--- config.mk ---
export PLATFORM = sky130hd
export DESIGN_NAME = fsprg_regs
export DESIGN_NICKNAME = d
export VERILOG_FILES = /design/src/verilog/fsprg_pkg.sv /design/src/verilog/fsprg_regs.sv /design/src/verilog/fsprg_sync.sv
export SDC_FILE = /design/constraint.sdc
export NUM_CORES = 1
export LEC_CHECK = 0
export ABC_AREA = 1
export BUFFER_PORTS_ARGS = -buffer_cell sky130_fd_sc_hd__buf_2
export CAP_MARGIN = 20
export CORE_ASPECT_RATIO = 0.75
export CORE_MARGIN = 2
export CORE_UTILIZATION = 50
export DETAILED_ROUTE_END_ITERATION = 10
export PLACE_DENSITY = 0.69
export RECOVER_POWER = 100
export SLEW_MARGIN = 25
export SYNTH_ARGS = -nofsm -noshare
export SYNTH_HDL_FRONTEND = slang
export SYNTH_SLANG_ARGS = --single-unit
--- constraint.sdc ---
create_clock -name clk -period 4.8 [get_ports clk]
set_input_delay 0.24 -clock clk [delete_from_list [all_inputs] [get_ports clk]]
set_output_delay 0.24 -clock clk [all_outputs]
set_load 0.01 [all_outputs]
--- src/verilog/fsprg_pkg.sv ---
/*
 * fsprg_pkg: field layout, register selects, mode codes and timing
 * constants of the synthesizer program registers.
 * Assumes a 20 MHz system clock and a 24-bit serial word.
 */
package fsprg_pkg;

  // ---------------------------------------------------------------
  // word and register select
  // ---------------------------------------------------------------
  localparam int WORD_W = 24;
  localparam int CTRL_W = 16;
  localparam int SEL_LSB = 0;
  localparam int SEL_W = 2;
  localparam logic [1:0] SEL_FEEDBACK = 2'h0;
  localparam logic [1:0] SEL_REFERENCE = 2'h1;
  localparam logic [1:0] SEL_CONTROL = 2'h2;
  localparam logic [1:0] SEL_NOISE = 2'h3;

  // ---------------------------------------------------------------
  // feedback divider word fields
  // ---------------------------------------------------------------
  localparam int FRACTION_NUMERATOR_LSB = 2;
  localparam int FRACTION_NUMERATOR_W = 12;
  localparam int INT_LSB = 14;
  localparam int INT_W = 9;
  localparam int FASTLOCK_BIT = 23;

  // ---------------------------------------------------------------
  // reference divider word fields
  // ---------------------------------------------------------------
  localparam int MOD_LSB = 2;
  localparam int MOD_W = 12;
  localparam int RCNT_LSB = 14;
  localparam int RCNT_W = 4;
  localparam int PRESC_BIT = 18;
  localparam int MUXSEL_LSB = 20;
  localparam int MUXSEL_W = 3;
  localparam int LOADCTL_BIT = 23;

  // ---------------------------------------------------------------
  // control word fields
  // ---------------------------------------------------------------
  localparam int CNTRST_BIT = 2;
  localparam int CPTRI_BIT = 3;
  localparam int PWRDN_BIT = 4;
  localparam int LOCKWIN_BIT = 5;
  localparam int POLAR_BIT = 6;
  localparam int CPCUR_LSB = 7;
  localparam int CPCUR_W = 4;
  localparam int DOUBLER_BIT = 11;
  localparam int RESYNC_LSB = 12;
  localparam int RESYNC_W = 4;
  localparam logic [CPCUR_W-1:0] CPCUR_MAX = 4'hF;

  // ---------------------------------------------------------------
  // noise and spur mode field and codes
  // ---------------------------------------------------------------
  localparam int NSMODE_LSB = 2;
  localparam int NSMODE_W = 2;
  localparam logic [1:0] NS_LOWEST_NOISE = 2'h0;
  localparam logic [1:0] NS_LOW_NOISE_SPUR = 2'h1;
  localparam logic [1:0] NS_LOW_SPUR = 2'h3;

  // multiplexed output source codes
  localparam logic [2:0] MUX_LOCK_DETECT = 3'h6;
  localparam logic [2:0] MUX_FASTLOCK_SW = 3'h7;

  // ---------------------------------------------------------------
  // reset values
  // ---------------------------------------------------------------
  localparam logic [WORD_W-1:0] WORD_RESET = 24'h00_0000;
  localparam logic [CTRL_W-1:0] CTRL_RESET = 16'h0000;
  localparam logic [MOD_W-1:0] MOD_RESET = 12'h002;

  // ---------------------------------------------------------------
  // lock detect timing
  // ---------------------------------------------------------------
  localparam int CLK_MHZ = 20;
  localparam int LOCK_NS = 15;
  localparam int UNLOCK_NS = 30;
  localparam int LOCK_CYC = (LOCK_NS * CLK_MHZ) / 1000 < 1 ? 1 : (LOCK_NS * CLK_MHZ) / 1000;
  localparam int UNLOCK_CYC = (UNLOCK_NS * CLK_MHZ + 999) / 1000;
  localparam int CNT_W = 6;
  localparam logic [CNT_W-1:0] LOCK_COUNT_SHORT = 6'h18;
  localparam logic [CNT_W-1:0] LOCK_COUNT_LONG = 6'h28;
  localparam int ERR_W = 4;

endpackage : fsprg_pkg

--- src/verilog/fsprg_regs.sv ---
/*
 * fsprg_regs: serial program registers, double-buffered modulus and
 * digital lock detect of a fractional-N synthesizer core.
 * Assumes the host drives the three-wire link with slow edges relative
 * to the 20 MHz clock and that phase error pulses arrive as pin levels.
 */
// Overview of operation
// - select 00 feedback word, 01 reference word
// - select 10 control word, 11 noise word
// - nine-bit whole divide value from feedback word
// - fast-lock forces maximum charge pump current
// - fast-lock switch pin: ground or float
// - load-control high stores resync delay instead
// - mux source from reference word bits 22:20
// - lock after 24 good comparator cycles
// - lock holds until new channel, power-down or large error
// - lock-window bit selects 24 or 40 cycles
// - reference counter ratio 1 to 15
// - modulus applied only after feedback word write
// - counter reset bit holds counters reset
// - tri-state bit floats charge pump
// - power-down bit keeps register contents
// - power-down loads counters, floats pump, clears lock
// - charge pump current from control bits 10:7
// - doubler bit chooses one or both edges
// - noise mode steers dither and pump bias
`timescale 1ns/10ps
module fsprg_regs
  import fsprg_pkg::*;
(
  input wire logic clk,
  input wire logic arst_n,
  input wire logic serialClk,
  input wire logic serialData,
  input wire logic loadEnable,
  input wire logic referenceInput,
  input wire logic phaseError,
  output logic [INT_W-1:0] wholeDivide,
  output logic [FRACTION_NUMERATOR_W-1:0] fractionNumerator,
  output logic [MOD_W-1:0] fractionModulus,
  output logic [MOD_W-1:0] resyncDelay,
  output logic [RCNT_W-1:0] referenceRatio,
  output logic prescalerHigh,
  output logic [CPCUR_W-1:0] chargePumpCurrent,
  output logic chargePumpTristate,
  output logic chargePumpLowNoise,
  output logic phasePolarity,
  output logic countersReset,
  output logic powerDown,
  output logic ditherEnable,
  output logic [RESYNC_W-1:0] resyncCount,
  output logic comparatorTick,
  output logic lockDetect,
  output logic muxOutOut,
  output logic muxOutOe
);
  logic sClk;
  logic sData;
  logic sLe;
  logic sRef;
  logic sErr;

  // ---------------------------------------------------------------
  // pin synchronisers
  // ---------------------------------------------------------------
  fsprg_sync uSyncClk (.clk(clk), .arst_n(arst_n), .pinIn(serialClk), .syncOut(sClk));
  fsprg_sync uSyncDat (.clk(clk), .arst_n(arst_n), .pinIn(serialData), .syncOut(sData));
  fsprg_sync uSyncLe (.clk(clk), .arst_n(arst_n), .pinIn(loadEnable), .syncOut(sLe));
  fsprg_sync uSyncRef (.clk(clk), .arst_n(arst_n), .pinIn(referenceInput), .syncOut(sRef));
  fsprg_sync uSyncErr (.clk(clk), .arst_n(arst_n), .pinIn(phaseError), .syncOut(sErr));

  // ---------------------------------------------------------------
  // serial shift and register file
  // ---------------------------------------------------------------
  logic sClkPrev_q, sClkPrev_d, sLePrev_q, sLePrev_d;
  logic [WORD_W-1:0] shift_q, shift_d;
  logic [WORD_W-1:0] fbWord_q, fbWord_d;
  logic [WORD_W-1:0] refWord_q, refWord_d;
  logic [CTRL_W-1:0] ctrlWord_q, ctrlWord_d;
  logic [WORD_W-1:0] nsWord_q, nsWord_d;
  logic [MOD_W-1:0] modPend_q, modPend_d;
  logic [MOD_W-1:0] modAct_q, modAct_d;
  logic [MOD_W-1:0] resync_q, resync_d;
  logic newChannel;
  logic [1:0] sel;

  assign sel = shift_q[SEL_LSB +: SEL_W];

  // shifting and loading stay live in power-down
  always_comb begin
    sClkPrev_d = sClk;
    sLePrev_d = sLe;
    shift_d = shift_q;
    fbWord_d = fbWord_q;
    refWord_d = refWord_q;
    ctrlWord_d = ctrlWord_q;
    nsWord_d = nsWord_q;
    modPend_d = modPend_q;
    modAct_d = modAct_q;
    resync_d = resync_q;
    newChannel = 1'b0;
    if (sClk && !sClkPrev_q) begin
      shift_d = {shift_q[WORD_W-2:0], sData};
    end
    if (sLe && !sLePrev_q) begin
      unique case (sel)
        SEL_FEEDBACK: begin
          fbWord_d = shift_q;
          modAct_d = modPend_q;
          newChannel = 1'b1;
        end
        SEL_REFERENCE: begin
          refWord_d = shift_q;
          if (shift_q[LOADCTL_BIT]) begin
            resync_d = shift_q[MOD_LSB +: MOD_W];
          end else begin
            modPend_d = shift_q[MOD_LSB +: MOD_W];
          end
        end
        SEL_CONTROL: begin
          ctrlWord_d = shift_q[CTRL_W-1:0];
        end
        SEL_NOISE: begin
          nsWord_d = shift_q;
        end
      endcase
    end
  end

  // power-down does not touch these; contents survive it
  always_ff @(posedge clk or negedge arst_n) begin
    if (!arst_n) begin
      sClkPrev_q <= 1'b0;
      sLePrev_q <= 1'b0;
      shift_q <= WORD_RESET;
      fbWord_q <= WORD_RESET;
      refWord_q <= WORD_RESET;
      ctrlWord_q <= CTRL_RESET;
      nsWord_q <= WORD_RESET;
      modPend_q <= MOD_RESET;
      modAct_q <= MOD_RESET;
      resync_q <= 12'h000;
    end else begin
      sClkPrev_q <= sClkPrev_d;
      sLePrev_q <= sLePrev_d;
      shift_q <= shift_d;
      fbWord_q <= fbWord_d;
      refWord_q <= refWord_d;
      ctrlWord_q <= ctrlWord_d;
      nsWord_q <= nsWord_d;
      modPend_q <= modPend_d;
      modAct_q <= modAct_d;
      resync_q <= resync_d;
    end
  end

  logic fastLock, pd, cntRst, lockLong, dblr;
  logic [1:0] nsMode;
  logic [RCNT_W-1:0] rRatio;
  assign fastLock = fbWord_q[FASTLOCK_BIT];
  assign pd = ctrlWord_q[PWRDN_BIT];
  assign cntRst = ctrlWord_q[CNTRST_BIT] | pd;
  assign lockLong = ctrlWord_q[LOCKWIN_BIT];
  assign dblr = ctrlWord_q[DOUBLER_BIT];
  assign nsMode = nsWord_q[NSMODE_LSB +: NSMODE_W];
  assign rRatio = refWord_q[RCNT_LSB +: RCNT_W];

  // ---------------------------------------------------------------
  // reference divider and comparator tick
  // ---------------------------------------------------------------
  logic sRefPrev_q, sRefPrev_d;
  logic [RCNT_W-1:0] rCnt_q, rCnt_d;
  logic tick_q, tick_d;
  logic refEdge;

  // falling edge only, or both edges with the doubler on
  assign refEdge = dblr ? (sRef ^ sRefPrev_q) : (!sRef && sRefPrev_q);

  // a ratio of zero is illegal and is treated as one
  always_comb begin
    sRefPrev_d = sRef;
    rCnt_d = rCnt_q;
    tick_d = 1'b0;
    if (cntRst) begin
      rCnt_d = 4'h0;
    end else if (refEdge) begin
      if (rCnt_q + 4'h1 >= rRatio) begin
        rCnt_d = 4'h0;
        tick_d = 1'b1;
      end else begin
        rCnt_d = rCnt_q + 4'h1;
      end
    end
  end

  always_ff @(posedge clk or negedge arst_n) begin
    if (!arst_n) begin
      sRefPrev_q <= 1'b0;
      rCnt_q <= 4'h0;
      tick_q <= 1'b0;
    end else begin
      sRefPrev_q <= sRefPrev_d;
      rCnt_q <= rCnt_d;
      tick_q <= tick_d;
    end
  end

  // ---------------------------------------------------------------
  // digital lock detect
  // ---------------------------------------------------------------
  logic [ERR_W-1:0] errLen_q, errLen_d, errMax_q, errMax_d;
  logic [CNT_W-1:0] good_q, good_d;
  logic lock_q, lock_d;
  logic [CNT_W-1:0] target;

  assign target = lockLong ? LOCK_COUNT_LONG : LOCK_COUNT_SHORT;

  // error pulse width is measured in clk cycles and judged each tick;
  // at 50 ns resolution a good cycle means no error pulse at all
  always_comb begin
    errLen_d = sErr ? errLen_q + 4'h1 : 4'h0;
    if (sErr && errLen_q == 4'hF) begin
      errLen_d = errLen_q;
    end
    errMax_d = (errLen_d > errMax_q) ? errLen_d : errMax_q;
    good_d = good_q;
    lock_d = lock_q;
    if (tick_q) begin
      errMax_d = errLen_d;
      if (errMax_q < 4'(LOCK_CYC)) begin
        if (good_q != target) begin
          good_d = good_q + 6'h01;
        end
        if (good_q + 6'h01 >= target) begin
          lock_d = 1'b1;
        end
      end else begin
        good_d = 6'h00;
      end
      if (errMax_q >= 4'(UNLOCK_CYC)) begin
        lock_d = 1'b0;
      end
    end
    if (newChannel || pd) begin
      good_d = 6'h00;
      lock_d = 1'b0;
    end
  end

  always_ff @(posedge clk or negedge arst_n) begin
    if (!arst_n) begin
      errLen_q <= 4'h0;
      errMax_q <= 4'h0;
      good_q <= 6'h00;
      lock_q <= 1'b0;
    end else begin
      errLen_q <= errLen_d;
      errMax_q <= errMax_d;
      good_q <= good_d;
      lock_q <= lock_d;
    end
  end

  // ---------------------------------------------------------------
  // registered outputs
  // ---------------------------------------------------------------
  logic [CPCUR_W-1:0] cpCur_d;
  logic muxO_d, muxOe_d;

  always_comb begin
    cpCur_d = fastLock ? CPCUR_MAX : ctrlWord_q[CPCUR_LSB +: CPCUR_W];
    muxO_d = 1'b0;
    muxOe_d = 1'b0;
    unique case (refWord_q[MUXSEL_LSB +: MUXSEL_W])
      MUX_FASTLOCK_SW: begin
        muxO_d = 1'b0;
        muxOe_d = fastLock;
      end
      MUX_LOCK_DETECT: begin
        muxO_d = lock_q;
        muxOe_d = 1'b1;
      end
      default: begin
        muxO_d = 1'b0;
        muxOe_d = 1'b0;
      end
    endcase
  end

  // outputs registered once more so every port leaves a flip-flop
  always_ff @(posedge clk or negedge arst_n) begin
    if (!arst_n) begin
      wholeDivide <= 9'h000;
      fractionNumerator <= 12'h000;
      fractionModulus <= MOD_RESET;
      resyncDelay <= 12'h000;
      referenceRatio <= 4'h0;
      prescalerHigh <= 1'b0;
      chargePumpCurrent <= 4'h0;
      chargePumpTristate <= 1'b1;
      chargePumpLowNoise <= 1'b0;
      phasePolarity <= 1'b0;
      countersReset <= 1'b1;
      powerDown <= 1'b0;
      ditherEnable <= 1'b0;
      resyncCount <= 4'h0;
      comparatorTick <= 1'b0;
      lockDetect <= 1'b0;
      muxOutOut <= 1'b0;
      muxOutOe <= 1'b0;
    end else begin
      wholeDivide <= fbWord_q[INT_LSB +: INT_W];
      fractionNumerator <= fbWord_q[FRACTION_NUMERATOR_LSB +: FRACTION_NUMERATOR_W];
      fractionModulus <= modAct_q;
      resyncDelay <= resync_q;
      referenceRatio <= rRatio;
      prescalerHigh <= refWord_q[PRESC_BIT];
      chargePumpCurrent <= cpCur_d;
      chargePumpTristate <= ctrlWord_q[CPTRI_BIT] | pd;
      chargePumpLowNoise <= (nsMode == NS_LOWEST_NOISE);
      phasePolarity <= ctrlWord_q[POLAR_BIT];
      countersReset <= cntRst;
      powerDown <= pd;
      ditherEnable <= (nsMode == NS_LOW_SPUR);
      resyncCount <= ctrlWord_q[RESYNC_LSB +: RESYNC_W];
      comparatorTick <= tick_q;
      lockDetect <= lock_q;
      muxOutOut <= muxO_d;
      muxOutOe <= muxOe_d;
    end
  end
endmodule : fsprg_regs

--- src/verilog/fsprg_sync.sv ---
/*
 * fsprg_sync: three-stage input synchroniser with agreement filter.
 * Assumes the input is asynchronous to clk; output changes only when
 * the second and third stages agree.
 */
`timescale 1ns/10ps
module fsprg_sync (
  input wire logic clk,
  input wire logic arst_n,
  input wire logic pinIn,
  output logic syncOut
);
  logic [2:0] stage_q;
  logic [2:0] stage_d;
  logic out_q;
  logic out_d;

  // ---------------------------------------------------------------
  // next state
  // ---------------------------------------------------------------
  // only stages two and three are compared; stage one feeds stage two
  always_comb begin
    stage_d = {stage_q[1:0], pinIn};
    out_d = out_q;
    if (stage_q[1] == stage_q[2]) begin
      out_d = stage_q[2];
    end
  end

  always_ff @(posedge clk or negedge arst_n) begin
    if (!arst_n) begin
      stage_q <= 3'h0;
      out_q <= 1'b0;
    end else begin
      stage_q <= stage_d;
      out_q <= out_d;
    end
  end

  assign syncOut = out_q;
endmodule : fsprg_sync
## Yosys cells after proc, flatten, opt, wreduce, memory -nomap -nowiden

Index checks and enable logic that the tools add are counted.

- $add $sub $neg: 3
- $lt $le $gt $ge: 5
- Equality and inequality tests: 14
- Multiplexer cells: 26
- Bitwise logic cells: 4
- Reduce and logical (&&, ||, !) cells: 23

Operators with widths:

| operator | count |
|---|---|
| 4-bit 2-to-1 mux | 8 |
| 6-bit 2-to-1 mux | 5 |
| 1-bit 2-to-1 mux | 12 |
| 2-bit AND reduction | 5 |
| 3-bit AND reduction | 3 |
| 4-bit by 1-bit adder with 4-bit output (second input constant) | 2 |
| 6-bit by 1-bit adder with 6-bit output (second input constant) | 1 |
| 2-bit == test (second input constant) | 3 |
| 3-bit == test (second input constant) | 2 |
| 6-bit >= comparator | 1 |
| 6-bit != test | 1 |
| 2-bit nonzero test | 3 |
| 3-bit nonzero test | 2 |
| 1-bit == test | 5 |
| 4-bit == test (second input constant) | 1 |
| 4-bit by 1-bit >= comparator with 1-bit output (second input constant) | 1 |
| 4-bit >= comparator | 1 |
| 4-bit > comparator | 1 |
| 1-bit logical AND | 4 |
| 2-bit logical NOT | 2 |
| 4-bit by 1-bit less-than comparator with 1-bit output (second input constant) | 1 |
| 1-bit logical NOT | 3 |
| 3-bit by 1-bit != test with 1-bit output (second input constant) | 1 |
| 2-bit by 1-bit == test with 1-bit output (second input constant) | 1 |
| other kinds (5) | 6 |

- Register bits: 238
- Output and inout port bits: 68
- Word-level logic and storage cells: 120

## Longest topological paths before layout

- Word-level depth: 7
- Gate-level depth with buffers: 15
- Mapped depth without buffers: 15

## By module

Synthesis repeated with hierarchy kept, for this count alone.

- Cells, all modules: 655
- Area total of the unflattened synthesis: 7681.1 um^2

By module, submodules not included:

| module | instances | cells each | area each (um^2) | sequential area each (um^2) |
|---|---|---|---|---|
| fsprg_regs | 1 | 615 | 7099.3 | 4936.0 |
| fsprg_sync | 5 | 8 | 116.4 | 100.1 |

## Worst setup path after synthesis

No wires, ideal clock.

- Path type: register to register
- Start: register errLen_q[0]
- End: register errMax_q[0]
- Library setup time: 117 ps
- Arrival: 1794 ps
- Data required time: 4683 ps
- Slack: 2889 ps
- Stages on the path, launching flop included: 14
- Path buffers: 0
- Clock period less this slack: 1911 ps
- Cell sequence: dfrtp_1 > ha_1 > nand2_1 > inv_1 > nand3_1 > nor2_1 > a21oi_1 > ha_1 > a21oi_1 > o21ai_0 > nand2_1 > nand2_1 > nand2_1 > nand2_1

- Longest elaborated chain between the ends: 5

Ends and longest elaborated chain:

| element | line | RTL |
|---|---|---|
| from (decl) | fsprg_regs.sv:211 | `logic [ERR_W-1:0] errLen_q, errLen_d, errMax_q, errMax_d;` |
| from (signal assigned) | fsprg_regs.sv:257 | `errLen_q <= errLen_d;` |
| 4-bit by 1-bit adder with 4-bit output / 4-bit == test (equally long branches) | fsprg_regs.sv:221, fsprg_regs.sv:222 |  |
| 4-bit 2-to-1 mux / 1-bit logical AND (equally long branches) | fsprg_regs.sv:221, fsprg_regs.sv:222 |  |
| 4-bit 2-to-1 mux (*) | fsprg_regs.sv:222 | `if (sErr && errLen_q == 4'hF) begin` |
| named net errLen_d[1] | fsprg_regs.sv:211 |  |
| 4-bit > comparator (*) | fsprg_regs.sv:225 | `errMax_d = (errLen_d > errMax_q) ? errLen_d : errMax_q;` |
| 2-bit nonzero test (no source line) (*) | n/a |  |
| to (signal assigned) | fsprg_regs.sv:258 | `errMax_q <= errMax_d;` |
| to (decl) | fsprg_regs.sv:211 |  |

The timed path passes the listed nets; every way through them passes the cells marked *. The select of a mux whose other input is x is not followed.
A chain may end at the register's enable or synchronous reset.

## Worst setup path in the final report

- Start: register uSyncLe.out_q (netlist: uSyncLe.syncOut)
- End: register good_q[2]

- Longest elaborated chain between the ends: 5

Ends and longest elaborated chain:

| element | line | RTL |
|---|---|---|
| from (decl) | fsprg_sync.sv:15 | `logic out_q;` |
| from (signal assigned) | fsprg_sync.sv:36 | `out_q <= out_d;` |
| 1-bit logical AND (*) | fsprg_regs.sv:105 | `if (sLe && !sLePrev_q) begin` |
| 1-bit 2-to-1 mux (*) | fsprg_regs.sv:105 |  |
| 1-bit logical OR (*) | fsprg_regs.sv:244 | `if (newChannel \|\| pd) begin` |
| 3-bit by 1-bit != test with 1-bit output (no source line) / 2-bit nonzero test (equally long branches) | n/a |  |
| 2-bit AND reduction (no source line) | n/a |  |
| to (signal assigned) | fsprg_regs.sv:259 | `good_q <= good_d;` |
| to (decl) | fsprg_regs.sv:212 | `logic [CNT_W-1:0] good_q, good_d;` |

Mark *: on every way between the ends. The rest lies on a longest branch, timed or not.

==> results by group <==
Hold path
  – HP Class: reg -> reg
  – Hold Path End: uSyncDat.stage_q[1]
  – Hold Crit Start: uSyncDat.stage_q[0]
  – Hold path depth: 0

STA
  – Fin crit period: 3.22 ns
  – Period utilization: 0.672
  – Post-Route Setup TNS: 0 ns
  – Worst-margin pin slew: roughly 2.2 ns
  – Fmax: 310 MHz
  – Final setup violation count: 0
  – Slew HR: -0.484
  – Final hold violation count: 0
  – Final Skew: roughly 0.011 ns
  – WHS: ~0.35 ns
  – Unrepaired setup endpoints after global routing: false
  – Max-slew violation count: 205

Global routing
  – Total Routing Usage GR: 0.178
  – First-pass GRT wire length: 23600 µm
  – Vias in the first global route: ~4800
  – Total gr overflow: 0
  – Largest net degree at the start of global routing: 96
  – Initial antenna violation count: 0

Placed design
  – RD Place Congestion: between 0.7 and 0.8
  – Port bufs: 74
  – Dpl cell area: 8180 µm²
  – Post-DP HPWL: around 9100 µm
  – Placed cells: 930

Yosys
  – Largest family of logic cells by synthesized area: simple AND/OR/NAND/NOR gates
  – Count leader, synth: dfrtp_1
  – Gate Count Post-Synth: ~670
  – Post-synth cell types: 28
  – Netlist Area Pre-Place: ~7600 µm²
  – Area fraction in compound gates after synthesis: 0.0739
  – Synth warnings: 0
  – Mean Syn Cell Area: between 10 and 15 µm²
  – XOR/XNOR Fraction of Synth Area: 0.00575
  – Simple-gate share of the synthesized area: 0.134
  – Top FF cell, synth: dfrtp_1
  – FFs w/ async S/R, synth: 1.00
  – Post-synthesis mux area share: 0
  – Synth Area in Adders: 0.0312
  – Count of state elements after synthesis: 217
  – EDFF count, synth: 0
  – Share of the yosys chip area belonging to registers: 0.713
  – Cell taking the most area after synthesis: dfrtp_1
  – Synthesized net count: around 690
  – Share of the synthesized area in the top cell type: 0.696
  – Post-synth top cells: dfrtp_1 (212), nand2_1 (161), o21ai_0 (89), inv_1 (59), nand3_1 (29)
  – Synth top area cells: dfrtp_1 (70%), nand2_1 (7.9%), o21ai_0 (5.8%), inv_1 (2.9%), ha_1 (2.5%)

Pwr
  – Pwr Total: ~0.005 W
  – VDD IR max: ~0.00026 V
  – Leakage power: between 4 and 5 nW
  – Power per cell area: about 570 nW/µm²

Drt
  – 1st-pass router iterations: 4
  – DRC viols: 0
  – Via density: between 4 and 5
  – Via count: around 4700
  – Post-DRT Antenna Nets: 0
  – DR WL/cell: 14.4 µm
  – Routed wire length: between 10000 and 15000 µm
  – Initial DRC Count: around 330

Cells and area
  – Fin nets: around 780
  – Layout fillers: around 1300
  – Final Non-Filler Cells: ~970
  – Layout cells sized above 1: 0.0704
  – Finished Cell Area: 8760 µm²
  – Area Overhead vs Synth: 15.0%
  – Antenna cells: 0

Worst setup path
  – CP Class: reg -> reg
  – Max FO, Critical Path: between 50 and 60
  – Arr. time, crit path: around 3.6 ns
  – Critical Path Source Type: flip-flop
  – Worst r2r dst: good_q[2]
  – R2r startpoint: uSyncLe.syncOut
  – WP data required: roughly 5.2 ns
  – R2R cell count: 8
  – Critical Path End Type: flip-flop
  – Reg2Reg Setup Slack: about 1.6 ns

Clock network
  – Clk slew on worst S/H paths: 0.06 ns
  – Clk sinks: between 200 and 250
  – Setup Fix Bufs, Post-CTS: 0
  – TritonCTS clock tree: built
  – H-tree depth: 1
  – Root Buffer: clkbuf_16
  – CTS max path bufs: 3
  – Post-CTS sizing: 0
  – Num CTS Buffers: 21
  – Hold buffers post-CTS: 6
  – Clk Latency, worst-skew pair: around 0.5 ns

Die
  – Core Box Area: about 15000 µm²
  – Chip Height: 111 µm
  – Die area: ~16000 µm²
  – Initial Util: 0.506
  – Standard-cell rows: 39
  – Die X-Extent: about 150 µm
  – Io pins: 75

Run status
  – Failing checks: capacitance limit, slew limit
  – Status: finished, violations left

Job
  – Max cap viols: 3
==> state kept, by name, summed over array words and instances (netlist names), 6 cells and up <==
name               flops
shift_q               24
fbWord_q              22
ctrlWord_q            14
fractionModulus       12
fractionNumerator     12
modAct_q              12
modPend_q             12
resyncDelay           12
resync_q              12
wholeDivide            9
refWord_q              8
good_q                 6
==> how the worst max path moves through the flow <==
stage / from / to / slack (ns)
2_1_floorplan: errLen_q[0] / errMax_q[0] / 2.89
3_3_place_gp: errLen_q[0] / errMax_q[1] / 2.77
3_5_place_dp: errLen_q[0] / errMax_q[2] / 2.53
4_1_cts: errLen_q[0] / errMax_q[2] / 2.50
5_1_grt: uSyncLe.syncOut / good_q[4] / 1.21
6_report: uSyncLe.syncOut / good_q[2] / 1.58
==> cell type report <==
type                       instances  area, µm²  area share
clock buffer                      29        576      0.0657
clock inverter                     7       87.6     0.00999
inverter                          60        225      0.0257
multi-input combinational        371       1820       0.207
sequential                       217       5440       0.620
tap                              205        256      0.0293
timing repair buffer              83        365      0.0417
==> logic make-up (layout without fill, tap and decap cells) <==
family / after synthesis / after routing
and+or+nand+nor: 234 / 234
DFF: 217 / 217
AOI/OAI and AO/OA: 112 / 112
buffers and inverters: 79 / 179
adders and majority gates: 20 / 20
xor gates and xnor gates: 5 / 5
==> critical path, stage by stage, from the launching register on <==
cell	delay (ns)
dfrtp_1	0.40
inv_1	0.06
nor2_1	0.07
nand2_1	1.34
nand3_1	0.55
nand2_1	0.48
nand2_1	0.10
nand2_1	0.07
nand2_1	0.05
==> through the flow <==
step / setup WS [ns] / util
2_1_floorplan: 2.89 / -
3_3_place_gp: 2.77 / 0.543
3_5_place_dp: 2.53 / 0.543
4_1_cts: 2.50 / 0.591
5_1_grt: 1.21 / 0.581
6_report: 1.58 / 0.581
==> layer usage <==
metal,global-route usage,routed length (µm)
met1,0.267,6760
met2,0.266,6340
met3,0.0403,612
met4,0.0511,301
met5,0,0
==> layout by cell type, fill, tap and decap left out, drive strengths merged <==
cell / synthesis / routed
dfrtp: 212 / 212
nand2: 166 / 166
clkbuf: 9 / 98
o21ai: 89 / 89
inv: 60 / 60
nand3: 31 / 31
nor2: 26 / 26
a21oi: 22 / 22
ha: 15 / 15
buf: 10 / 8
or2: 6 / 6
dlygate4sd3: 0 / 6
maj3: 5 / 5
dfstp: 5 / 5
clkinv: 0 / 4
xor2: 3 / 3
nand4: 3 / 3
xnor2: 2 / 2
bufinv: 0 / 2
nor3b: 1 / 1
a21boi: 1 / 1
nor3: 1 / 1
clkinvlp: 0 / 1
==> where the power goes <==
part,total [W],internal (W),switching (W)
Combinational,0.000897,0.000280,0.000616
Sequential,0.00246,0.00225,0.000212
Clock,0.00159,0.000944,0.000648
Total,0.00495,0.00348,0.00148
No activity file was read; power rests on OpenSTA's default activity.
